**src/verilog/vector_map_pkg.sv**
```systemverilog
/*
 * Constants, register map and carrier types for the vector map and
 * reset configuration block.
 * Assumes a 32-bit classic Wishbone register bus on one 125 MHz clock.
 */
package vector_map_pkg;

	// Register byte addresses
	localparam logic [7:0] ADDR_VECTOR_BASE = 8'h00;
	localparam logic [7:0] ADDR_IRQ_ENABLE  = 8'h04;
	localparam logic [7:0] ADDR_PENDING     = 8'h08;
	localparam logic [7:0] ADDR_CFG_STATUS  = 8'h0C;
	localparam logic [7:0] ADDR_EVT_STATUS  = 8'h10;
	localparam logic [7:0] ADDR_EVT_MASK    = 8'h14;
	localparam logic [7:0] ADDR_WDOG_CTRL   = 8'h3C;

	// Reset values
	localparam logic [7:0]  VECTOR_BASE_RST = 8'hFF;
	localparam logic [14:0] IRQ_ENABLE_RST  = 15'h0000;
	localparam logic [7:0]  WDOG_CTRL_RST   = 8'h00;
	localparam logic [1:0]  EVT_RST         = 2'h0;

	// Watchdog control layout
	localparam int WDOG_RATE_LSB = 0;
	localparam int WDOG_RATE_W   = 3;
	localparam int WDOG_WIN_BIT  = 7;
	// Option byte layout
	localparam int OPT_RATE_LSB  = 0;
	localparam int OPT_WIN_BIT   = 3;

	// Event status bits
	localparam int EVT_LOADED = 0;
	localparam int EVT_DFAULT = 1;
	localparam int EVT_W      = 2;

	// Interrupt sources, index 0 has the highest priority
	localparam int NUM_SRC = 15;
	localparam int SRC_BATTERY = 7;
	localparam int SRC_SUPPLY_OC = 9;
	localparam logic [7:0] VEC_OFFSET [NUM_SRC] = '{
		8'hC8, 8'hC6, 8'hBA, 8'hB8, 8'hAE, 8'hAC, 8'hAA, 8'hA8,
		8'h8E, 8'h8C, 8'h8A, 8'h88, 8'h86, 8'h84, 8'h82};
	localparam logic [7:0] VEC_SPURIOUS = 8'h80;
	// Bit i set: source i may wake from stop / wait
	localparam logic [14:0] WAKE_STOP_MASK = 15'h5940;
	localparam logic [14:0] WAKE_WAIT_MASK = 15'h7FFB;

	// Vector address width
	localparam int VEC_W = 16;

	// Configuration state carried as one unit
	typedef struct packed {
		logic loaded;
		logic protect;
		logic secure;
	} cfg_state_t;

	localparam cfg_state_t CFG_RST = '{loaded: 1'b0, protect: 1'b0,
		secure: 1'b0};

	typedef enum logic [2:0] {
		ST_REQ  = 3'b001,
		ST_WAIT = 3'b010,
		ST_RUN  = 3'b100
	} seq_state_t;

endpackage

```
**src/verilog/vector_map_and_reset_config.sv**
```systemverilog
/*
 * Vector map and reset configuration: picks the highest priority enabled
 * request and presents its vector above a relocatable base, holds the CPU
 * off while the option byte loads after reset, and derives the watchdog
 * rate and window setting from that byte.
 * Assumes request lines and the CPU mask bit come from logic on CLK_I, and
 * a flash loader that answers one option byte request with a valid pulse.
 * Register writes land on the edge at which the master sees ACK_O high.
 */
// Register access over Wishbone was left to the implementer.
`timescale 1ns/1ps

module vector_map_and_reset_config (
	input  wire logic        CLK_I,
	input  wire logic        RESETN_I,
	// Wishbone slave
	input  wire logic        CYC_I,
	input  wire logic        STB_I,
	input  wire logic        WE_I,
	input  wire logic [7:0]  ADR_I,
	input  wire logic [3:0]  SEL_I,
	input  wire logic [31:0] DAT_I,
	output logic      [31:0] DAT_O,
	output logic             ACK_O,
	// Interrupt requests and CPU side
	input  wire logic [14:0] IRQ_REQ_I,
	input  wire logic        CPU_IMASK_I,
	output logic             VEC_VALID_O,
	output logic      [15:0] VEC_ADDR_O,
	output logic             WAKE_WAIT_O,
	output logic             WAKE_STOP_O,
	output logic             CPU_STALL_O,
	// Flash configuration loader
	output logic             CFG_REQ_O,
	input  wire logic        CFG_VALID_I,
	input  wire logic [7:0]  CFG_DATA_I,
	input  wire logic        CFG_DFAULT_I,
	output logic             FLASH_ABORT_O,
	output logic             FLASH_PROTECT_O,
	output logic             FLASH_SECURE_O,
	// Watchdog settings and misc
	output logic      [2:0]  WDOG_RATE_O,
	output logic             WDOG_WINDOW_O,
	output logic             PERIODIC_CLK_OUT_EN_O,
	output logic             IRQ_O
);

	// Register state
	logic [7:0]                         vector_base;
	logic [14:0]                        irq_enable;
	logic [7:0]                         watchdog_control;
	logic [vector_map_pkg::EVT_W-1:0]   evt_status;
	logic [vector_map_pkg::EVT_W-1:0]   evt_mask;
	vector_map_pkg::cfg_state_t         cfg;
	vector_map_pkg::seq_state_t         state;
	vector_map_pkg::seq_state_t         next_state;

	// Bus decode
	wire logic        bus_req;
	wire logic        wr_en;
	wire logic        rd_en;
	wire logic        wr_lane0;
	wire logic        wr_lane1;
	wire logic        hit_base;
	wire logic        hit_enable;
	wire logic        hit_pending;
	wire logic        hit_cfg;
	wire logic        hit_evt;
	wire logic        hit_mask;
	wire logic        hit_wdog;
	wire logic        wr_base;
	wire logic        wr_enable_lo;
	wire logic        wr_enable_hi;
	wire logic        wr_wdog;
	wire logic        wr_evt;
	wire logic        wr_mask;
	logic      [31:0] rd_data;

	assign bus_req    = CYC_I & STB_I & ~ACK_O;
	// A write lands on the edge at which the master sees ACK_O high
	assign wr_en      = CYC_I & STB_I & WE_I & ACK_O;
	assign rd_en      = bus_req & ~WE_I;
	assign wr_lane0   = wr_en & SEL_I[0];
	assign wr_lane1   = wr_en & SEL_I[1];
	assign hit_base   = ADR_I == vector_map_pkg::ADDR_VECTOR_BASE;
	assign hit_enable = ADR_I == vector_map_pkg::ADDR_IRQ_ENABLE;
	assign hit_pending = ADR_I == vector_map_pkg::ADDR_PENDING;
	assign hit_cfg    = ADR_I == vector_map_pkg::ADDR_CFG_STATUS;
	assign hit_evt    = ADR_I == vector_map_pkg::ADDR_EVT_STATUS;
	assign hit_mask   = ADR_I == vector_map_pkg::ADDR_EVT_MASK;
	assign hit_wdog   = ADR_I == vector_map_pkg::ADDR_WDOG_CTRL;

	// Register write strobes
	assign wr_base      = wr_lane0 & hit_base;
	assign wr_enable_lo = wr_lane0 & hit_enable;
	assign wr_enable_hi = wr_lane1 & hit_enable;
	assign wr_wdog      = wr_lane0 & hit_wdog;
	assign wr_evt       = wr_lane0 & hit_evt;
	assign wr_mask      = wr_lane0 & hit_mask;

	// Interrupt selection
	wire logic [14:0] active;
	wire logic        any_active;
	wire logic        wake_wait;
	wire logic        wake_stop;
	logic      [7:0]  sel_offset;
	wire logic [15:0] next_vec_addr;

	// Request only counts with its enable set and I bit clear
	assign active     = IRQ_REQ_I & irq_enable & {15{~CPU_IMASK_I}};
	assign any_active = |active;
	// Battery and supply overcurrent sit in the wait-only class
	assign wake_wait  = |(active & vector_map_pkg::WAKE_WAIT_MASK);
	assign wake_stop  = |(active & vector_map_pkg::WAKE_STOP_MASK);

	// Fixed priority: lowest index wins, reserved slots never listed
	always_comb begin
		sel_offset = vector_map_pkg::VEC_SPURIOUS;
		for (int i = vector_map_pkg::NUM_SRC - 1; i >= 0; i--) begin
			if (active[i]) begin
				sel_offset = vector_map_pkg::VEC_OFFSET[i];
			end
		end
	end

	// Vector address: base page above the slot offset
	assign next_vec_addr = {vector_base, sel_offset};

	// Configuration sequencer
	wire logic load_done;
	wire logic [2:0] opt_rate;
	wire logic       opt_window;

	assign load_done  = state == vector_map_pkg::ST_WAIT && CFG_VALID_I;
	// Watchdog fields are the inverse of the option bits
	assign opt_rate   = ~CFG_DATA_I[vector_map_pkg::OPT_RATE_LSB +: 3];
	assign opt_window = ~CFG_DATA_I[vector_map_pkg::OPT_WIN_BIT];

	// Next sequencer state
	always_comb begin
		next_state = state;
		unique case (state)
			vector_map_pkg::ST_REQ: begin
				next_state = vector_map_pkg::ST_WAIT;
			end
			vector_map_pkg::ST_WAIT: begin
				if (CFG_VALID_I) begin
					next_state = vector_map_pkg::ST_RUN;
				end
			end
			vector_map_pkg::ST_RUN: begin
				next_state = vector_map_pkg::ST_RUN;
			end
			// A code that is not one-hot restarts the load request
			default: begin
				next_state = vector_map_pkg::ST_REQ;
			end
		endcase
	end

	// Sequencer state, restarted by every reset
	always_ff @(posedge CLK_I or negedge RESETN_I) begin
		if (!RESETN_I) begin
			state <= vector_map_pkg::ST_REQ;
		end else begin
			state <= next_state;
		end
	end

	// Configuration flags and loader request
	always_ff @(posedge CLK_I or negedge RESETN_I) begin
		if (!RESETN_I) begin
			cfg       <= vector_map_pkg::CFG_RST;
			CFG_REQ_O <= 1'b0;
		end else begin
			CFG_REQ_O <= next_state == vector_map_pkg::ST_WAIT;
			if (load_done) begin
				cfg.loaded  <= 1'b1;
				cfg.protect <= CFG_DFAULT_I;
				cfg.secure  <= CFG_DFAULT_I;
			end
		end
	end

	// CPU held off until the load completes; abort flash on reset
	// Abort spans reset and the first edge, cutting a command in flight
	always_ff @(posedge CLK_I or negedge RESETN_I) begin
		if (!RESETN_I) begin
			CPU_STALL_O   <= 1'b1;
			FLASH_ABORT_O <= 1'b1;
		end else begin
			CPU_STALL_O   <= ~(cfg.loaded | load_done);
			FLASH_ABORT_O <= 1'b0;
		end
	end

	// Vector base and local enables
	always_ff @(posedge CLK_I or negedge RESETN_I) begin
		if (!RESETN_I) begin
			vector_base <= vector_map_pkg::VECTOR_BASE_RST;
			irq_enable  <= vector_map_pkg::IRQ_ENABLE_RST;
		end else begin
			if (wr_base) begin
				vector_base <= DAT_I[7:0];
			end
			if (wr_enable_lo) begin
				irq_enable[7:0] <= DAT_I[7:0];
			end
			if (wr_enable_hi) begin
				irq_enable[14:8] <= DAT_I[14:8];
			end
		end
	end

	// Watchdog control: option load wins over a bus write
	// A write in the load cycle is dropped; the option byte rules
	always_ff @(posedge CLK_I or negedge RESETN_I) begin
		if (!RESETN_I) begin
			watchdog_control <= vector_map_pkg::WDOG_CTRL_RST;
		end else if (load_done) begin
			watchdog_control[vector_map_pkg::WDOG_RATE_LSB +: 3] <=
				opt_rate;
			watchdog_control[vector_map_pkg::WDOG_WIN_BIT] <=
				opt_window;
		end else if (wr_wdog) begin
			watchdog_control <= DAT_I[7:0];
		end
	end

	// Event status: set wins over write-one-to-clear
	wire logic [vector_map_pkg::EVT_W-1:0] evt_set;
	wire logic [vector_map_pkg::EVT_W-1:0] evt_clr;
	wire logic [vector_map_pkg::EVT_W-1:0] evt_pending;

	assign evt_set = {load_done & CFG_DFAULT_I, load_done};
	assign evt_clr = wr_evt ?
		DAT_I[vector_map_pkg::EVT_W-1:0] : vector_map_pkg::EVT_RST;
	// Status bits that may raise the interrupt line
	assign evt_pending = evt_status & evt_mask;

	always_ff @(posedge CLK_I or negedge RESETN_I) begin
		if (!RESETN_I) begin
			evt_status <= vector_map_pkg::EVT_RST;
			evt_mask   <= vector_map_pkg::EVT_RST;
		end else begin
			evt_status <= (evt_status & ~evt_clr) | evt_set;
			if (wr_mask) begin
				evt_mask <= DAT_I[vector_map_pkg::EVT_W-1:0];
			end
		end
	end

	// Read word of each register, zero above its width
	wire logic [31:0] rd_base;
	wire logic [31:0] rd_enable;
	wire logic [31:0] rd_pending;
	wire logic [31:0] rd_cfg;
	wire logic [31:0] rd_evt;
	wire logic [31:0] rd_mask;
	wire logic [31:0] rd_wdog;

	assign rd_base    = 32'(vector_base);
	assign rd_enable  = 32'(irq_enable);
	assign rd_pending = 32'(IRQ_REQ_I);
	assign rd_cfg     = 32'(cfg);
	assign rd_evt     = 32'(evt_status);
	assign rd_mask    = 32'(evt_mask);
	assign rd_wdog    = 32'(watchdog_control);

	// Read multiplexer; unmapped reads return zero
	assign rd_data = hit_base ? rd_base :
		hit_enable ? rd_enable :
		hit_pending ? rd_pending :
		hit_cfg ? rd_cfg :
		hit_evt ? rd_evt :
		hit_mask ? rd_mask :
		hit_wdog ? rd_wdog : 32'h0000_0000;

	// Bus answer one cycle after the request, held for one cycle
	// ACK_O masks the request, so a held strobe is answered every second cycle
	always_ff @(posedge CLK_I or negedge RESETN_I) begin
		if (!RESETN_I) begin
			ACK_O <= 1'b0;
			DAT_O <= 32'h0000_0000;
		end else begin
			ACK_O <= bus_req;
			if (rd_en) begin
				DAT_O <= rd_data;
			end
		end
	end

	// Registered vector and wake outputs
	always_ff @(posedge CLK_I or negedge RESETN_I) begin
		if (!RESETN_I) begin
			VEC_VALID_O <= 1'b0;
			VEC_ADDR_O  <= 16'h0000;
			WAKE_WAIT_O <= 1'b0;
			WAKE_STOP_O <= 1'b0;
		end else begin
			VEC_VALID_O <= any_active;
			VEC_ADDR_O  <= next_vec_addr;
			WAKE_WAIT_O <= wake_wait;
			WAKE_STOP_O <= wake_stop;
		end
	end

	// Registered status outputs
	always_ff @(posedge CLK_I or negedge RESETN_I) begin
		if (!RESETN_I) begin
			FLASH_PROTECT_O <= 1'b0;
			FLASH_SECURE_O  <= 1'b0;
			WDOG_RATE_O     <= 3'h0;
			WDOG_WINDOW_O   <= 1'b0;
			PERIODIC_CLK_OUT_EN_O <= 1'b0;
			IRQ_O           <= 1'b0;
		end else begin
			FLASH_PROTECT_O <= cfg.protect;
			FLASH_SECURE_O  <= cfg.secure;
			WDOG_RATE_O     <=
				watchdog_control[vector_map_pkg::WDOG_RATE_LSB +: 3];
			WDOG_WINDOW_O   <= watchdog_control[vector_map_pkg::WDOG_WIN_BIT];
			// Clock-out option absent on this variant
			PERIODIC_CLK_OUT_EN_O <= 1'b0;
			IRQ_O           <= |evt_pending;
		end
	end

	// No RAM array lives here: reset never clears or presets memory, and
	// software must not rely on memory contents after reset.

endmodule

```
**config.mk**
```make
export PLATFORM = sky130hd
export DESIGN_NAME = vector_map_and_reset_config
export DESIGN_NICKNAME = d
export VERILOG_FILES = /design/src/verilog/vector_map_pkg.sv /design/src/verilog/vector_map_and_reset_config.sv
export SDC_FILE = /design/constraint.sdc
export NUM_CORES = 1
export LEC_CHECK = 0
export BUFFER_PORTS_ARGS = -buffer_cell sky130_fd_sc_hd__buf_2
export CAP_MARGIN = 20
export CELL_PAD_IN_SITES_DETAIL_PLACEMENT = 1
export CELL_PAD_IN_SITES_GLOBAL_PLACEMENT = 2
export CORE_ASPECT_RATIO = 0.7
export CORE_MARGIN = 3
export CORE_UTILIZATION = 29
export CTS_BUF_LIST = sky130_fd_sc_hd__clkbuf_4 sky130_fd_sc_hd__clkbuf_8
export DETAILED_ROUTE_END_ITERATION = 10
export MAX_ROUTING_LAYER = met4
export PLACE_DENSITY = 0.76
export REMOVE_ABC_BUFFERS = 1
export SLEW_MARGIN = 0
export SYNTH_ARGS = -nofsm -noshare
export SYNTH_HDL_FRONTEND = slang
export SYNTH_SLANG_ARGS = --single-unit
```
**constraint.sdc**
```tcl
create_clock -name CLK_I -period 1.88 [get_ports CLK_I]
set_clock_uncertainty 0.1 [all_clocks]
set_input_delay 0.376 -clock CLK_I [delete_from_list [all_inputs] [get_ports CLK_I]]
set_output_delay 0.376 -clock CLK_I [all_outputs]
set_load 0.03 [all_outputs]
```
==> results.sh <==
export IMPL_outcome="finished clean"
export IMPL_area_delta_synth_final_pct=27.8
export IMPL_synth_async_sr_flop_share_pct=100
export IMPL_cp_end_kind="flip-flop"
export IMPL_clock_sinks=83
export IMPL_drc_errors=0
export IMPL_critPathKind="reg2reg"
export IMPL_setup_viol=0
export IMPL_viasPerCell=4.96
export IMPL_period_share_pct=92.2
export IMPL_core_area_um2=12700
export IMPL_fillers=1450
export IMPL_die_w_um=144
export IMPL_ys_seq_elements=83
export IMPL_post_cts_buffers=0
export IMPL_grt_pass1_wl_um=18300
export IMPL_first_pass_iters=4
export IMPL_drtIter0Drc=194
export IMPL_ant_nets=0
export IMPL_syn_area_um2=3850
export IMPL_cp_top_family="simple AND/OR/NAND/NOR gates"
export IMPL_r2r_start="ACK_O$_DFF_PN0_"
export IMPL_io_buffers=95
export IMPL_cts_tree="done"
export IMPL_cap_violations=0
export IMPL_start_kind="flip-flop"
export IMPL_critical_path_endpoint="irq_enable[0]$_DFFE_PN0P_"
export IMPL_nets=534
export IMPL_row_count=34
export IMPL_die_area_um2=14700
export IMPL_slowest_stage="dfrtp_1"
export IMPL_maxSlewViolCount=0
export IMPL_wirelength_um=11600
export IMPL_yosysWarnings=0
export IMPL_seq_area_frac_synth_pct=54.3
export IMPL_dp_hpwl_um=8900
export IMPL_irDropWorstVdd_mv=0.296
export IMPL_clk_insertion_delay_late_ps=370
export IMPL_htreeDepth=3
export IMPL_io_pins=138
export IMPL_vias=3113
export IMPL_regArea_um2=2090
export IMPL_overflow=0
export IMPL_clockRootBuffer="clkbuf_8"
export IMPL_multi_input_area_um2=1630
export IMPL_hp_class="in2reg"
export IMPL_path_depth=5
export IMPL_grt_max_degree=84
export IMPL_fmax_mhz=577
export IMPL_hold_viol=0
export IMPL_powerDensity_nw_per_um2=686
export IMPL_worst_ep_required_time_ps=2030
export IMPL_rr_worst_depth=5
export IMPL_layout_drive_gt1_share_pct=44.4
export IMPL_initial_core_util_pct=30.4
export IMPL_grt_pass1_vias=3317
export IMPL_reg2reg_to="irq_enable[0]$_DFFE_PN0P_"
export IMPL_wl_per_cell_um=18.4
export IMPL_final_cell_mix="buf_2, dfrtp_1, buf_4, mux2_2, nand2_1"
export IMPL_ys_flop_type="dfrtp_1"
export IMPL_p_leak_nw=2.49
export IMPL_crit_path_max_incr_delay_ps=350
export IMPL_arrival_ps=1880
export IMPL_layout_commonest_cell="buf_2"
export IMPL_syn_inst=329
export IMPL_synth_edf_count=0
export IMPL_design_area_um2=4920
export IMPL_clockBufferDepth=2
export IMPL_crit_chain="and4_1 > nand2_1 > nor3_4 > buf_4 > mux2_2"
export IMPL_gp_congestion=0.879
export IMPL_die_h_um=102
export IMPL_rsz0062_at_grt="false"
export IMPL_r2r_slack_ps=150
export IMPL_avgSynthCellArea_um2=11.7
export IMPL_fin_crit_ps=1730
export IMPL_crit_path_max_fanout=6
export IMPL_globalRouteTotalUtil_pct=16.8
export IMPL_power_mw=3.37
export IMPL_place_area_um2=4720
export IMPL_crit_path_start="ACK_O$_DFF_PN0_"
export IMPL_synth_distinct_cells=52
export IMPL_clk_pin_slew_ps=90
export IMPL_antenna_found_initial=0
export IMPL_cts_buffers=9
export IMPL_critPathBufInv=1
## how the worst min path moves through the flow
| stage | slack [ps] | from | endpoint | cells past startpoint |
|---|---|---|---|---|
| global placement | 270 | cfg[0]$_DFFE_PN0P_ | FLASH_SECURE_O$_DFF_PN0_ | 0 |
| CTS | 50 | CFG_DATA_I[3] | watchdog_control[7]$_DFFE_PN0P_ | 2 |
| detailed placement | 270 | cfg[0]$_DFFE_PN0P_ | FLASH_SECURE_O$_DFF_PN0_ | 0 |
| global route | 60 | CFG_DATA_I[3] | watchdog_control[7]$_DFFE_PN0P_ | 2 |
| floorplan | -20 | RESETN_I | ACK_O$_DFF_PN0_ | 0 |
| finish | 70 | CFG_DATA_I[3] | watchdog_control[7]$_DFFE_PN0P_ | 2 |
## kinds of logic (layout without fill, tap and decap cells)
| family | Yosys count | after routing | share of synthesized area [%] |
|---|---|---|---|
| compound gates | 87 | 87 | 16.3 |
| flops | 83 | 83 | 54.3 |
| simple gates | 80 | 80 | 12.1 |
| mux | 40 | 40 | 11.4 |
| buf+inv | 36 | 152 | 5.49 |
| other cells | 2 | 22 | 0.195 |
| xor+xnor | 1 | 1 | 0.227 |
## synth_stat cells (all sizes together) (8+ instances only)
library cell / number / share of area (%)
dfrtp: 72 / 47
o21ai: 11 / 1.4
dfstp: 11 / 7.5
a2bb2oi: 8 / 1.8
nor2: 17 / 2.0
a21oi: 16 / 2.1
nand2: 25 / 2.6
mux2i: 9 / 2.3
clkbuf: 10 / 0.97
mux2: 31 / 9.1
a22o: 18 / 4.1
buf: 22 / 4.1
## final cells by class
cell class / instances / share of cell area (%)
tap: 162 / 4.12
clock buffer: 11 / 2.95
multi-input combinational: 229 / 33.2
clock inverter: 5 / 0.737
sequential: 83 / 42.5
inverter: 4 / 0.305
timing repair buffer: 132 / 16.2
antenna: 1 / 0.0509
## timing repair
item                       in CTS  in global routing
setup endpoints to repair       0                  2
hold endpoints to repair       72                  0
gates resized for setup         0                  2
hold buffers                    1                  0
## routing by layer
layer  part of all wire [%]  global-route usage, %  vias up
met3                    4.3                   3.23       12
met1                     50                   24.1     1571
met2                     45                   24.0       92
li1                       -                      -     1438
met4                    1.3                   5.14        0
met5                      0                      -        -
## registers in the layout (all words and copies together), names as in the netlist, 2 cells and up
| name | flops |
|---|---|
| watchdog_control | 8 |
| WDOG_RATE_O | 3 |
| irq_enable | 15 |
| VEC_ADDR_O | 15 |
| vector_base | 8 |
| state | 3 |
| evt_mask | 2 |
| cfg | 2 |
| DAT_O | 15 |
| evt_status | 2 |
## worst reg2reg max path, stage by stage, from the launching register on
cell and delay, ps:
dfrtp_1 350, and4_1 260, nand2_1 160, nor3_4 230, buf_4 190, mux2_2 340
## where the power goes
| part | switching (mW) | internal (mW) | total, mW |
|---|---|---|---|
| Sequential | 0.00895 | 1.80 | 1.81 |
| Clock | 0.679 | 0.533 | 1.21 |
| Combinational | 0.239 | 0.115 | 0.353 |
| Total | 0.926 | 2.45 | 3.37 |
## per-stage QoR
step	worst slack [ps]	std cells	setup TNS (ps)	hold WS [ps]	utilization, %
after floorplan	-386	316	-3830	-19.6	-
after global placement	-108	609	-1750	267	37.2
after detailed placement	-112	609	-1640	270	37.2
after CTS	32.3	626	0	52.6	38.7
after global routing	28.6	626	0	56.8	38.8
final	146	627	0	73.9	38.8
Power figures use the tool's default switching activity.
